File: src/pkg/xfer_pkg.sv
// Package: opcodes, field layouts and reset values for the transfer unit
package xfer_pkg;

  // Instruction word width and field positions
  localparam int unsigned insn_w = 10;
  localparam int unsigned imm_lsb = 0;
  localparam int unsigned pair_x_lsb = 4;

  // Reset values of the pointer state
  localparam logic [3:0] acc_rst = 4'h0;
  localparam logic [2:0] aux_rst = 3'h0;
  localparam logic [1:0] bank_rst = 2'h0;
  localparam logic [3:0] file_rst = 4'h0;
  localparam logic [3:0] col_rst = 4'h0;

  // Column wrap values that cause a skip
  localparam logic [3:0] col_wrap_up = 4'h0;
  localparam logic [3:0] col_wrap_down = 4'hf;

  // Decoded operation classes
  typedef enum logic [3:0] {
    op_none = 4'h0,
    op_acc_to_aux = 4'h1,
    op_aux_to_acc = 4'h2,
    op_bank_to_acc = 4'h3,
    op_file_to_acc = 4'h4,
    op_stack_to_acc = 4'h5,
    op_pair_load_immediate = 4'h6,
    op_bank_load = 4'h7,
    op_col_inc = 4'h8,
    op_col_dec = 4'h9,
    op_ram_load = 4'ha,
    op_ram_xchg = 4'hb,
    op_xchg_dec = 4'hc,
    op_xchg_inc = 4'hd,
    op_ram_store = 4'he
  } op_t;

  // Fixed opcodes (full word match)
  localparam logic [9:0] opc_acc_to_aux = 10'h01f;
  localparam logic [9:0] opc_aux_to_acc = 10'h051;
  localparam logic [9:0] opc_bank_to_acc = 10'h053;
  localparam logic [9:0] opc_file_to_acc = 10'h052;
  localparam logic [9:0] opc_stack_to_acc = 10'h050;
  localparam logic [9:0] opc_col_inc = 10'h013;
  localparam logic [9:0] opc_col_dec = 10'h017;
  // Prefix opcodes: bits 9:4 (9:2 for bank load, 9:8 for pair load)
  localparam logic [1:0] pfx_pair = 2'h3;
  localparam logic [7:0] pfx_bank = 8'h12;
  localparam logic [5:0] pfx_ram_load = 6'h2c;
  localparam logic [5:0] pfx_ram_xchg = 6'h2d;
  localparam logic [5:0] pfx_xchg_dec = 6'h2f;
  localparam logic [5:0] pfx_xchg_inc = 6'h2e;
  localparam logic [5:0] pfx_ram_store = 6'h2b;

  // Decoded instruction carried to the execute stage
  typedef struct packed {
    op_t op;
    logic [3:0] imm_lo;
    logic [3:0] imm_hi;
  } dec_t;

  // Architectural state touched by this unit
  typedef struct packed {
    logic [3:0] acc;
    logic [2:0] aux;
    logic [1:0] bank;
    logic [3:0] file;
    logic [3:0] col;
  } regs_t;

  // RAM access request toward the data memory
  typedef struct packed {
    logic wr;
    logic [3:0] wdata;
  } ram_req_t;

endpackage : xfer_pkg

File: src/hdl/register_ram_transfer_ops.sv
// Transfer unit: register and RAM moves of the 4-bit core
// Summary of operation
// - Accumulator-to-auxiliary copies acc[2:0] into aux, carry untouched.
// - Auxiliary-to-accumulator writes aux into acc[2:0] and zero in acc[3].
// - Bank-to-accumulator writes bank into acc[1:0] and clears acc[3:2].
// - File-to-accumulator copies the file pointer into acc unchanged.
// - Stack-to-accumulator writes stack_index into acc[2:0], zero in acc[3].
// - Pair load writes imm x to the file pointer and imm y to the column.
// - Pair loads that directly follow a pair load are skipped.
// - Bank load writes its 2-bit immediate into the bank pointer.
// - Column increment adds one and skips the next insn on wrap to zero.
// - Column decrement subtracts one and skips the next insn at fifteen.
// - RAM load copies the addressed nibble to acc then XORs file with imm.
// - RAM exchange swaps acc with the nibble then XORs file with imm.
// - Exchange-decrement also decrements column, skips on fifteen.
// - Exchange-increment also increments column, skips on zero.
// - RAM store writes acc to the nibble then XORs file with imm.
`timescale 1ns/1ps
module register_ram_transfer_ops (
  // Clock, reset, enable
  input wire logic core_clk,
  input wire logic rst_b,
  input wire logic clk_en,
  // Instruction slot
  input wire logic insn_valid,
  input wire logic [9:0] insn,
  // Core state owned elsewhere
  input wire logic [2:0] stack_index,
  input wire logic [3:0] addressed_ram_nibble,
  input wire logic carry_in,
  // Architectural state out
  output xfer_pkg::regs_t regs,
  output logic [10:0] ram_pointer_triple,
  output logic carry,
  // RAM write port and skip status
  output xfer_pkg::ram_req_t ram_req,
  output logic skip_pending,
  output logic slot_done
);

  xfer_pkg::dec_t dec;
  xfer_pkg::regs_t next_regs;
  xfer_pkg::ram_req_t next_ram_req;
  logic next_skip_pending;
  logic next_last_pair;
  logic last_pair;
  logic next_slot_done;
  logic next_carry;
  logic [10:0] next_pointer;
  logic [3:0] col_step;
  logic do_exec;

  // Decoder for the incoming word
  xfer_decode u_decode (
    .insn(insn),
    .dec(dec)
  );

  // Layout guard; a field past the word would alias opcode bits
  if (xfer_pkg::insn_w != $bits(insn) ||
      xfer_pkg::pair_x_lsb + 4 > xfer_pkg::insn_w) begin : g_field_check
    $error("instruction layout does not match the port width");
  end

  // Column step shared by the inc and dec forms
  function automatic logic [3:0] step_col(input logic [3:0] c,
                                          input logic up);
    step_col = up ? 4'(c + 4'h1) : 4'(c - 4'h1);
  endfunction : step_col

  // File pointer XOR shared by every RAM move
  function automatic logic [3:0] file_xor(input logic [3:0] f,
                                          input logic [3:0] j);
    file_xor = f ^ j;
  endfunction : file_xor

  // Wrap test: zero after a step up, fifteen after a step down
  function automatic logic wraps(input logic [3:0] c, input logic up);
    wraps = up ? (c == xfer_pkg::col_wrap_up)
               : (c == xfer_pkg::col_wrap_down);
  endfunction : wraps

  // Pair-load test for the chain flag and the chained skip
  function automatic logic is_pair(input xfer_pkg::op_t op);
    is_pair = (op == xfer_pkg::op_pair_load_immediate);
  endfunction : is_pair

  // Next-state computation for one instruction slot
  always_comb begin
    next_regs = regs;
    next_ram_req = '{wr: 1'b0, wdata: regs.acc};
    next_skip_pending = skip_pending;
    next_last_pair = last_pair;
    next_slot_done = 1'b0;
    col_step = regs.col;
    do_exec = 1'b0;
    if (insn_valid) begin
      next_slot_done = 1'b1;
      do_exec = !skip_pending && !(last_pair && is_pair(dec.op));
      next_last_pair = is_pair(dec.op);
      next_skip_pending = 1'b0;
      if (!do_exec) begin
        next_regs = regs;
      end else begin
        unique case (dec.op)
          xfer_pkg::op_acc_to_aux: next_regs.aux = regs.acc[2:0];
          xfer_pkg::op_aux_to_acc: next_regs.acc = {1'b0, regs.aux};
          xfer_pkg::op_bank_to_acc: next_regs.acc = {2'h0, regs.bank};
          xfer_pkg::op_file_to_acc: next_regs.acc = regs.file;
          xfer_pkg::op_stack_to_acc: next_regs.acc = {1'b0, stack_index};
          xfer_pkg::op_pair_load_immediate: begin
            next_regs.file = dec.imm_hi;
            next_regs.col = dec.imm_lo;
          end
          xfer_pkg::op_bank_load: next_regs.bank = dec.imm_lo[1:0];
          xfer_pkg::op_col_inc: begin
            col_step = step_col(regs.col, 1'b1);
            next_regs.col = col_step;
            next_skip_pending = wraps(col_step, 1'b1);
          end
          xfer_pkg::op_col_dec: begin
            col_step = step_col(regs.col, 1'b0);
            next_regs.col = col_step;
            next_skip_pending = wraps(col_step, 1'b0);
          end
          xfer_pkg::op_ram_load: begin
            next_regs.acc = addressed_ram_nibble;
            next_regs.file = file_xor(regs.file, dec.imm_lo);
          end
          xfer_pkg::op_ram_xchg: begin
            next_regs.acc = addressed_ram_nibble;
            next_ram_req.wr = 1'b1;
            next_regs.file = file_xor(regs.file, dec.imm_lo);
          end
          xfer_pkg::op_xchg_dec: begin
            next_regs.acc = addressed_ram_nibble;
            next_ram_req.wr = 1'b1;
            next_regs.file = file_xor(regs.file, dec.imm_lo);
            col_step = step_col(regs.col, 1'b0);
            next_regs.col = col_step;
            next_skip_pending = wraps(col_step, 1'b0);
          end
          xfer_pkg::op_xchg_inc: begin
            next_regs.acc = addressed_ram_nibble;
            next_ram_req.wr = 1'b1;
            next_regs.file = file_xor(regs.file, dec.imm_lo);
            col_step = step_col(regs.col, 1'b1);
            next_regs.col = col_step;
            next_skip_pending = wraps(col_step, 1'b1);
          end
          xfer_pkg::op_ram_store: begin
            next_ram_req.wr = 1'b1;
            next_regs.file = file_xor(regs.file, dec.imm_lo);
          end
          default: next_regs = regs; // Ops owned by other units
        endcase
      end
    end
  end

  // carry passes through
  // Transfers never compute a flag; the core's carry is only republished
  always_comb begin
    next_carry = carry;
    if (insn_valid) begin
      next_carry = carry_in;
    end
  end

  // Pointer triple rebuilt from the next pointer values
  always_comb begin
    next_pointer = {next_regs.bank, next_regs.aux, next_regs.file,
                    next_regs.col[3:2]};
  end

  // State registers; clk_en freezes everything
  always_ff @(posedge core_clk or negedge rst_b) begin
    if (!rst_b) begin
      regs <= '{acc: xfer_pkg::acc_rst, aux: xfer_pkg::aux_rst,
                bank: xfer_pkg::bank_rst, file: xfer_pkg::file_rst,
                col: xfer_pkg::col_rst};
      ram_req <= '{wr: 1'b0, wdata: 4'h0};
      skip_pending <= 1'b0;
      last_pair <= 1'b0;
      slot_done <= 1'b0;
    end else if (clk_en) begin
      regs <= next_regs;
      ram_req <= next_ram_req;
      skip_pending <= next_skip_pending;
      last_pair <= next_last_pair;
      slot_done <= next_slot_done;
    end
  end

  // Carry copy; frozen with the rest of the state
  always_ff @(posedge core_clk or negedge rst_b) begin
    if (!rst_b) begin
      carry <= 1'b0;
    end else if (clk_en) begin
      carry <= next_carry;
    end
  end

  // Pointer published in step with the registers it is built from
  always_ff @(posedge core_clk or negedge rst_b) begin
    if (!rst_b) begin
      ram_pointer_triple <= 11'h000;
    end else if (clk_en) begin
      ram_pointer_triple <= next_pointer;
    end
  end

endmodule : register_ram_transfer_ops

File: src/hdl/xfer_decode.sv
// Instruction decoder: maps a 10-bit word onto an operation class
`timescale 1ns/1ps
module xfer_decode (
  // Instruction in
  input wire logic [9:0] insn,
  // Decoded out
  output xfer_pkg::dec_t dec
);

  // Priority decode; unknown words are no-ops for this unit
  always_comb begin
    dec.imm_lo = insn[xfer_pkg::imm_lsb +: 4];
    dec.imm_hi = insn[xfer_pkg::pair_x_lsb +: 4];
    dec.op = xfer_pkg::op_none;
    if (insn[9:8] == xfer_pkg::pfx_pair) begin
      dec.op = xfer_pkg::op_pair_load_immediate;
    end else if (insn == xfer_pkg::opc_acc_to_aux) begin
      dec.op = xfer_pkg::op_acc_to_aux;
    end else if (insn == xfer_pkg::opc_aux_to_acc) begin
      dec.op = xfer_pkg::op_aux_to_acc;
    end else if (insn == xfer_pkg::opc_bank_to_acc) begin
      dec.op = xfer_pkg::op_bank_to_acc;
    end else if (insn == xfer_pkg::opc_file_to_acc) begin
      dec.op = xfer_pkg::op_file_to_acc;
    end else if (insn == xfer_pkg::opc_stack_to_acc) begin
      dec.op = xfer_pkg::op_stack_to_acc;
    end else if (insn == xfer_pkg::opc_col_inc) begin
      dec.op = xfer_pkg::op_col_inc;
    end else if (insn == xfer_pkg::opc_col_dec) begin
      dec.op = xfer_pkg::op_col_dec;
    end else if (insn[9:2] == xfer_pkg::pfx_bank) begin
      dec.op = xfer_pkg::op_bank_load;
    end else if (insn[9:4] == xfer_pkg::pfx_ram_load) begin
      dec.op = xfer_pkg::op_ram_load;
    end else if (insn[9:4] == xfer_pkg::pfx_ram_xchg) begin
      dec.op = xfer_pkg::op_ram_xchg;
    end else if (insn[9:4] == xfer_pkg::pfx_xchg_dec) begin
      dec.op = xfer_pkg::op_xchg_dec;
    end else if (insn[9:4] == xfer_pkg::pfx_xchg_inc) begin
      dec.op = xfer_pkg::op_xchg_inc;
    end else if (insn[9:4] == xfer_pkg::pfx_ram_store) begin
      dec.op = xfer_pkg::op_ram_store;
    end
  end

endmodule : xfer_decode

File: config.mk
export PLATFORM = sky130hd
export DESIGN_NAME = register_ram_transfer_ops
export DESIGN_NICKNAME = d
export VERILOG_FILES = /design/src/pkg/xfer_pkg.sv /design/src/hdl/register_ram_transfer_ops.sv /design/src/hdl/xfer_decode.sv
export SDC_FILE = /design/constraint.sdc
export NUM_CORES = 1
export LEC_CHECK = 0
export ABC_AREA = 0
export BUFFER_PORTS_ARGS = -buffer_cell sky130_fd_sc_hd__buf_4
export CAP_MARGIN = 20
export CELL_PAD_IN_SITES_DETAIL_PLACEMENT = 0
export CELL_PAD_IN_SITES_GLOBAL_PLACEMENT = 1
export CORE_MARGIN = 1
export CORE_UTILIZATION = 35
export DETAILED_ROUTE_END_ITERATION = 7
export GPL_TIMING_DRIVEN = 1
export HOLD_SLACK_MARGIN = 0.06
export PLACE_DENSITY = 0.78
export SLEW_MARGIN = 20
export SYNTH_ARGS = -nofsm -noshare
export SYNTH_HDL_FRONTEND = slang
export SYNTH_HIERARCHICAL = 1
export SYNTH_SLANG_ARGS = --single-unit
File: constraint.sdc
create_clock -name core_clk -period 1.3 [get_ports core_clk]
set_input_delay 0.26 -clock core_clk [delete_from_list [all_inputs] [get_ports core_clk]]
set_output_delay 0.26 -clock core_clk [all_outputs]
set_load 0.02 [all_outputs]
After elaboration in Yosys (flattened, before gate mapping)
Cells that the tools add are included.
Word-level totals
  register bits after elaboration: 37
Operators by class
  $add $sub $neg: 2
  equal/unequal tests: 29
  multiplexer cells: 27
  bitwise gates (word level): 1
  reductions and logical operators: 15
Operators with widths (count)
  two-way mux 4 bit: 14
  equality test 10 x 7 -> 1 bit (second input constant): 4
  equality test 4 bit (second input constant): 8
  equality test 10 x 5 -> 1 bit (second input constant): 3
  equality test 6 bit (second input constant): 5
  two-way mux 13 bit: 2
  case mux 4 bit (5 select lines): 1
  equality test 4 x 3 -> 1 bit (second input constant): 4
  case mux 4 bit (3 select lines): 1
  equality test 4 x 2 -> 1 bit (second input constant): 2
  equality test 8 x 5 -> 1 bit (second input constant): 1
  case mux 4 bit (2 select lines): 1
  AND reduction 4 bit: 2
  OR reduction 4 bit: 2
  two-way mux 1 bit: 5
  nonzero test 5 bit: 1
  OR reduction 5 bit: 1
  adder 4 x 1 -> 4 bit (second input constant): 1
  equality test 4 x 1 -> 1 bit (second input constant): 1
  zero test 4 bit: 1
  OR reduction 2 bit: 2
  subtractor 4 x 1 -> 4 bit (second input constant): 1
  bitwise XOR 4 bit: 1
  two-way mux 3 bit: 1
  other kinds (7): 9

Depth between registers and ports, before layout
Gate-level depths: netlist of the first run.
  word-level depth: 21
  depth in mapped cells: 9
  gate-level depth less buffers: 8

By module
The synthesis of the first run kept the hierarchy.
Modules (own cells, without submodules)
  register_ram_transfer_ops: times used 1, cells each 189, area an instance 1845.5 µm²
  xfer_decode: times used 1, cells each 38, area an instance 256.5 µm²

Least setup slack after synthesis of the first run
OpenSTA, ideal clock, no wires.
  path type: input to register
  from: input port insn[8]
  to: register regs[8] (netlist bit)
  setup time: 0.128 ns
  arrival time: 2.033 ns
  slack: -0.860 ns
  cell stages on the path: 7
  path buffers: 0
  path through: nor3_1 > nand4b_1 > o21ai_0 > nand4bb_4 > o21ai_4 > nor4_4 > mux2_1
RTL lines
  start: declaration: line register_ram_transfer_ops.sv:26  | input wire logic [9:0] insn,
  end signal: assignment: line register_ram_transfer_ops.sv:179  | regs <= '{acc: xfer_pkg::acc_rst, aux: xfer_pkg::aux_rst,
  end signal: assignment: line register_ram_transfer_ops.sv:187  | regs <= next_regs;
  end: declaration: line register_ram_transfer_ops.sv:32  | output xfer_pkg::regs_t regs,

==> qor.tcl, run 1 <==
set qor(final_hold_viol_count) 0
set qor(floorplan.io_pins) 58
set qor(die_w_um) 79.5
set qor(gp_congestion) 0.881
set qor(maximum_number_of_pins_on_one_net_before_global_route_repair) 27
set qor(worstHoldPathCells) 2
set qor(critical-path-top-delay-family) {simple AND/OR/NAND/NOR gates}
set qor(cts_buffer_depth) 2
set qor(final-setup-viol-count) 20
set qor(worstReg2RegEnd) {regs[8]$_DFFE_PN0P_}
set qor(core-area_um2) 5640
set qor(synth_top_area_share_pct) 31.0
set qor(worstPathBufferInverterCount) 4
set qor(critPathLaunchType) {input port}
set qor(synth.top_cells.by_area) {sky130_fd_sc_hd__dfrtp_1 (31%), sky130_fd_sc_hd__buf_4 (9.6%), sky130_fd_sc_hd__nand2_1 (2.9%)}
set qor(synthesis.yosys.warnings) 6
set qor(synth_top_cells_by_count) {sky130_fd_sc_hd__buf_4 (27), sky130_fd_sc_hd__dfrtp_1 (26), sky130_fd_sc_hd__nand2_1 (16), sky130_fd_sc_hd__inv_1 (12), sky130_fd_sc_hd__nor3_1 (9)}
set qor(violated_checks) {setup timing}
set qor(vdd_ir_max_mv) 0.535
set qor(postRouteWirelength_um) 5570
set qor(required_ns) 1.49
set qor(vias_per_cell) 5.14
set qor(totalNegativeSetupSlack_ns) -8.21
set qor(drive_gt1_share_pct) 53.2
set qor(crit_path_end) {regs[6]$_DFFE_PN0P_}
set qor(dpl.cell_count) 370
set qor(netlist-cell-type-count) 62
set qor(whs_ns) 0.230
set qor(drt_pre_antenna_iters) 4
set qor(stdcell_area_um2) 3070
set qor(antennaDiodeCount) 0
set qor(finalNonFillerCells) 380
set qor(report.final.slew_viol_count) 0
set qor(track_usage_pct) 17.3
set qor(tritoncts_clock_tree) {built}
set qor(grt-ovfl-total) 0
set qor(first_global_vias) 1850
set qor(htreeDepth) 1
set qor(crit_path_start) {insn[7]}
set qor(detailroute.via_count) 1953
set qor(grt_antenna_before_repair) 0
set qor(cts.clk_slew.worst_paths_ns) 0.09
set qor(root_buffer) {sky130_fd_sc_hd__clkbuf_8}
set qor(floorplan.die_area_um2) 6320
set qor(r2r.worst_path.cells) 4
set qor(synth_area_leader) {sky130_fd_sc_hd__dfrtp_1}
set qor(synth-seq-area-share_pct) 31.0
set qor(cp.depth) 11
set qor(ys_async_sr_fraction_pct) 100
set qor(syn-cell-area_um2) 2100
set qor(ant_nets) 0
set qor(power_density_nw_per_um2) 1090
set qor(placed_cell_area_um2) 2790
set qor(timing.reg2reg.setup_slack_ns) -0.13
set qor(start_util_pct) 37.3
set qor(mean_routed_wirelength_per_cell_um) 14.7
set qor(synth_enable_flop_cells) 0
set qor(dr.first_iter.drc_count) 98
set qor(fmax_ghz) 0.553
set qor(drt_drc_violations_left) 0
set qor(tightest_slew_ns) 0.341
set qor(p_leak_nw) 1.41
set qor(rsz0062_at_grt) {yes}
set qor(fin_util_pct) 54.4
set qor(period_minus_slack_ns) 1.81
set qor(synthCells) 227
set qor(delay_of_the_slowest_cell_on_the_worst_path_ns) 0.27
set qor(worst-setup-path-type) {input port to flip-flop}
set qor(port_buffers) 57
set qor(tritoncts_buffers) 3
set qor(num_rows) 27
set qor(worst_slack_ns) -0.509
set qor(grt_first_pass_wirelength_um) 8680
set qor(layout.nets) 334
set qor(max_cap_viol) 0
set qor(synthToLayoutAreaGrowth_pct) 45.9
set qor(status) {finished with violations}
set qor(crit_path_cell_trace) {buf_8 > nor3_4 > nand4b_1 > buf_4 > o21ai_4 > buf_4 > o21ai_2 > buf_4 > nor3_1 > nor3_2 > o22ai_1}
set qor(worstHoldPathType) {input port to flip-flop}
set qor(ratio_of_final_minimum_period_to_clock_period_pct) 139
set qor(synthMostInstantiatedCell) {sky130_fd_sc_hd__buf_4}
set qor(final.fill_count) 515
set qor(critPathSlowestCell) {sky130_fd_sc_hd__nor3_1}
set qor(path_common_cell) {sky130_fd_sc_hd__buf_4}
set qor(fp.dieH_um) 79.5
set qor(synthesis.nets) 252
set qor(rr_startpoint) {skip_pending$_DFFE_PN0P_}
set qor(prevailing_post_synth_register_cell) {sky130_fd_sc_hd__dfrtp_1}
set qor(timing.slew.headroom_pct) 76.9
set qor(ys_seq_elements) 26
set qor(timing.critical_path.arrival_ns) 2.00
set qor(clock_sink_count) 26
set qor(path_max_fanout) 5
set qor(end_kind) {flip-flop}
set qor(worstSkewPairLatency_ns) 0.27
set qor(maximum_clock_skew_at_final_layout_ns) 0.00215
set qor(synth_area_per_cell_um2) 9.26
set qor(post-dp-hpwl_um) 4230
-- timing repair --
action                                  CTS  global route
cloned                                    0             1
pin swaps                                 4             5
endpoints found under the hold margin    26             0
endpoints found under the setup margin   20            24
gates resized for setup                  20            21
buffers inserted                          0             4
hold buffers                              1             0
-- layout make-up --
type,instances,area [um^2],area share (%)
Timing Repair Buffer,112,902,29.4
Sequential cell,26,651,21.2
Clock buffer,4,55.1,1.80
Tap cell,72,90.1,2.94
Multi-Input combinational cell,151,1310,42.8
Inverter,15,56.3,1.84
-- placed cells by master, fill, tap and decap left out, types with 4 or more instances in the layout --
cell                       synthesis  layout
sky130_fd_sc_hd__buf_6             2      11
sky130_fd_sc_hd__o21ai_1           6       5
sky130_fd_sc_hd__nand2_1          16      14
sky130_fd_sc_hd__mux2i_1           4       4
sky130_fd_sc_hd__nor3_1            9       4
sky130_fd_sc_hd__a32oi_1           4       4
sky130_fd_sc_hd__xnor2_1           5       5
sky130_fd_sc_hd__a21oi_1           8       7
sky130_fd_sc_hd__inv_1            12      12
sky130_fd_sc_hd__o22ai_1           7       5
sky130_fd_sc_hd__mux2_2            5       5
sky130_fd_sc_hd__clkbuf_8          0       4
sky130_fd_sc_hd__nand2b_1          5       5
sky130_fd_sc_hd__nor2_1            5       4
sky130_fd_sc_hd__mux2_4            3       4
sky130_fd_sc_hd__nor3_2            0       4
sky130_fd_sc_hd__dfrtp_1          26      26
sky130_fd_sc_hd__buf_4            27      97
sky130_fd_sc_hd__nand4_1           4       4
sky130_fd_sc_hd__a22o_1            4       4
-- routing by layer --
layer	wire length (um)	part of all wire [%]	GRT usage, %	up-vias
li1	-	-	-	976
met1	2490	45	22.9	900
met2	2740	49	29.8	69
met3	258	4.6	1.49	8
met4	85	1.5	5.09	0
met5	0	0	0	-
-- where the power goes --
part           switching [mW]  total, mW  internal (mW)
clock network           0.259      0.530          0.271
logic                   0.860       1.70          0.839
registers               0.155       1.12          0.962
-- logic make-up (layout without fill, tap and decap cells) --
kind of cell             after synthesis  count (layout)  synth area share [%]
AO/OA/AOI/OAI                         59              59                  20.4
XOR/XNOR                               7               7                  3.63
adder cells (fa/ha/maj)                3               3                  1.79
buffers and inverters                 50             131                  14.6
flip-flops                            26              26                  31.0
multiplexers                          14              14                  7.80
AND/OR/NAND/NOR                       68              68                  20.8
-- worst min path at each step --
stage	from	to	slack, ns
2_1_floorplan	rst_b	carry$_DFFE_PN0P_	-0.04
3_3_place_gp	rst_b	carry$_DFFE_PN0P_	0.19
3_5_place_dp	rst_b	slot_done$_DFFE_PN0P_	0.20
4_1_cts	carry_in	carry$_DFFE_PN0P_	0.22
5_1_grt	carry_in	carry$_DFFE_PN0P_	0.22
6_report	carry_in	carry$_DFFE_PN0P_	0.23
-- sequential cells by signal, summed over array words and instances, names as in the netlist --
| signal | cells |
|---|---|
| ram_pointer_triple | 3 |
| ram_req | 5 |
| slot_done | 1 |
| carry | 1 |
| skip_pending | 1 |
| last_pair | 1 |
| regs | 14 |
-- through the flow --
stage / total power, mW / setup slack (ns)
final: 3.35 / -0.509
after global routing: 3.55 / -0.592
after CTS: 3.30 / -0.492
after detailed placement: 2.74 / -0.856
after global placement: 2.71 / -0.822
after floorplan: 2.14 / -0.557
(Power assumes the default switching activity.)
==> run 2: changes to the inputs <==
--- a/config.mk
+++ b/config.mk
@@ -11,11 +11,12 @@
 export CELL_PAD_IN_SITES_DETAIL_PLACEMENT = 0
 export CELL_PAD_IN_SITES_GLOBAL_PLACEMENT = 1
 export CORE_MARGIN = 1
-export CORE_UTILIZATION = 35
+export CORE_UTILIZATION = 37
+export CTS_BUF_LIST = sky130_fd_sc_hd__clkbuf_4
 export DETAILED_ROUTE_END_ITERATION = 7
 export GPL_TIMING_DRIVEN = 1
 export HOLD_SLACK_MARGIN = 0.06
-export PLACE_DENSITY = 0.78
+export PLACE_DENSITY = 0.81
 export SLEW_MARGIN = 20
 export SYNTH_ARGS = -nofsm -noshare
 export SYNTH_HDL_FRONTEND = slang
==> qor.tcl, run 2 (same netlist as run 1, synthesis figures left out) <==
set qor(fmax_ghz) 0.548
set qor(vias_per_cell) 5.29
set qor(internal_power_mw) 2.25
set qor(largest-register) {regs}
set qor(start_util_pct) 38.2
set qor(seqCellArea_um2) 651
set qor(power_switching_mw) 1.32
set qor(worst-setup-path-type) {input port to flip-flop}
set qor(worst_slack_ns) -0.524
set qor(timing.slew.headroom_pct) 76.0
set qor(most-common-layout-cells) {sky130_fd_sc_hd__buf_4 (101), sky130_fd_sc_hd__dfrtp_1 (26), sky130_fd_sc_hd__buf_6 (17)}
set qor(finalNonFillerCells) 393
set qor(post-dp-hpwl_um) 4210
set qor(drive_gt1_share_pct) 58.3
set qor(critPathLaunchType) {input port}
set qor(die_w_um) 77.4
set qor(final-setup-viol-count) 23
set qor(fp.dieH_um) 77.4
set qor(status) {finished with violations}
set qor(clock_sink_count) 26
set qor(required_ns) 1.53
set qor(synthToLayoutAreaGrowth_pct) 57.4
set qor(totalNegativeSetupSlack_ns) -8.75
set qor(end_kind) {flip-flop}
set qor(timing.critical_path.arrival_ns) 2.05
set qor(layout.nets) 347
set qor(htreeDepth) 1
set qor(combined_area_of_the_multi_input_logic_cells_um2) 1400
set qor(worstPathBufferInverterCount) 1
set qor(cts.clk_slew.worst_paths_ns) 0.15
set qor(floorplan.die_area_um2) 5990
set qor(final_hold_viol_count) 0
set qor(delay_of_the_slowest_cell_on_the_worst_path_ns) 0.34
set qor(num_rows) 27
set qor(rsz0062_at_grt) {yes}
set qor(port_buffers) 57
set qor(worstSkewPairLatency_ns) 0.32
set qor(root_buffer) {sky130_fd_sc_hd__clkbuf_4}
set qor(first_global_vias) 2028
set qor(critical-path-top-delay-family) {simple AND/OR/NAND/NOR gates}
set qor(whs_ns) 0.158
set qor(path_max_fanout) 5
set qor(core-area_um2) 5510
set qor(biggestRegsByFlops) {regs (14), ram_req (5), ram_pointer_triple (3)}
set qor(max_cap_viol) 0
set qor(grt_antenna_before_repair) 0
set qor(dpl.cell_count) 369
set qor(grt-ovfl-total) 0
set qor(floorplan.io_pins) 58
set qor(postRouteWirelength_um) 5940
set qor(critPathSlowestCell) {sky130_fd_sc_hd__mux2_4}
set qor(crit_path_cell_trace) {buf_8 > nor3_4 > and3_4 > a31oi_4 > o221ai_4 > nand4bb_4 > o21ai_4 > nor4_4 > mux2_4}
set qor(drt_drc_violations_left) 0
set qor(tritoncts_buffers) 3
set qor(track_usage_pct) 19.9
set qor(vdd_ir_max_mv) 0.481
set qor(stdcell_area_um2) 3310
set qor(violated_checks) {setup timing}
set qor(report.final.slew_viol_count) 0
set qor(p_seq_share_pct) 31.4
set qor(maximum_clock_skew_at_final_layout_ns) 0.00568
set qor(drt_pre_antenna_iters) 4
set qor(placed_cell_area_um2) 2780
set qor(p_leak_nw) 1.51
set qor(antennaDiodeCount) 0
set qor(fin_util_pct) 60.1
set qor(share_clk_of_total_power_pct) 15.8
set qor(most_frequent_standard_cell_in_the_layout_excluding_fill_and_tap_cells) {sky130_fd_sc_hd__buf_4}
set qor(tightest_slew_ns) 0.357
set qor(largest_register_ff_count) 14
set qor(gp_congestion) 0.840
set qor(grt_first_pass_wirelength_um) 9690
set qor(dr.first_iter.drc_count) 144
set qor(power.combinational.fraction_pct) 52.8
set qor(ant_nets) 0
set qor(tritoncts_clock_tree) {built}
set qor(totalPowerFinal_mw) 3.57
set qor(timing.reg2reg.setup_slack_ns) -0.27
set qor(power_density_nw_per_um2) 1080
set qor(final.fill_count) 465
set qor(switching_share_pct) 36.9
set qor(mean_routed_wirelength_per_cell_um) 15.1
set qor(detailroute.via_count) 2078
set qor(ratio_of_final_minimum_period_to_clock_period_pct) 140
set qor(detailedPlace.worstSlack_ns) -0.855
set qor(maximum_number_of_pins_on_one_net_before_global_route_repair) 27
set qor(cts_buffer_depth) 2
set qor(period_minus_slack_ns) 1.82
set qor(worstHoldPathType) {input port to flip-flop}
## run 2: changes by cell type in the layout (fill, tap and decap cells not counted), sizes merged
| cell | change |
|---|---|
| clkbuf | -1 |
| bufinv | +1 |
| buf | +13 |
## run 2: worst register-to-register path: stages (launching register included)
cell and delay [ns]:
sky130_fd_sc_hd__dfrtp_1 0.40, sky130_fd_sc_hd__and3b_1 0.34, sky130_fd_sc_hd__o21ai_4 0.10, sky130_fd_sc_hd__nor4_4 0.28, sky130_fd_sc_hd__mux2_4 0.34
## run 2: cell type report
cell class	instances	share of cell area, %
Clock buffer	3	0.681
Multi-Input combinational cell	151	42.2
Clock inverter	1	0.907
Tap cell	72	2.72
Inverter	15	1.78
Timing Repair Buffer	125	32.0
Sequential cell	26	19.7
## run 2: worst paths after layout
check / from / endpoint / cells past startpoint
max in group asynchronous: rst_b / regs[14]$_DFFE_PN0P_ / 2
hold reg to reg: regs[16]$_DFFE_PN0P_ / regs[16]$_DFFE_PN0P_ / 2
hold / removal: carry_in / carry$_DFFE_PN0P_ / 2
setup / recovery: insn[7] / regs[9]$_DFFE_PN0P_ / 9
setup reg to reg: skip_pending$_DFFE_PN0P_ / regs[9]$_DFFE_PN0P_ / 4
min in group asynchronous: rst_b / carry$_DFFE_PN0P_ / 2
## run 2: power groups by stage
stage | combinational (mW) | clock, mW | sequential [mW]
floorplan | 0.888 | 0 | 1.26
finish | 1.89 | 0.564 | 1.12
CTS | 1.84 | 0.580 | 1.12
detailed placement | 1.62 | 0 | 1.13
global placement | 1.61 | 0 | 1.12
global route | 2.01 | 0.615 | 1.15
## run 2: layer usage
layer  vias up  share of wire (%)  GRT usage, %
met2        64                 53          35.8
met3         9                4.6          2.47
met1       999                 41          24.8
met4         0                1.4          5.66
met5         -                  0             0
li1       1006                  -             -
## run 2: repair_timing
action	in CTS	in global routing
setup buffers	15	5
hold buffers	1	0
endpoints found under the hold margin	26	0
resized for setup	50	17
endpoints found under the setup margin	26	28
pin swaps	16	13
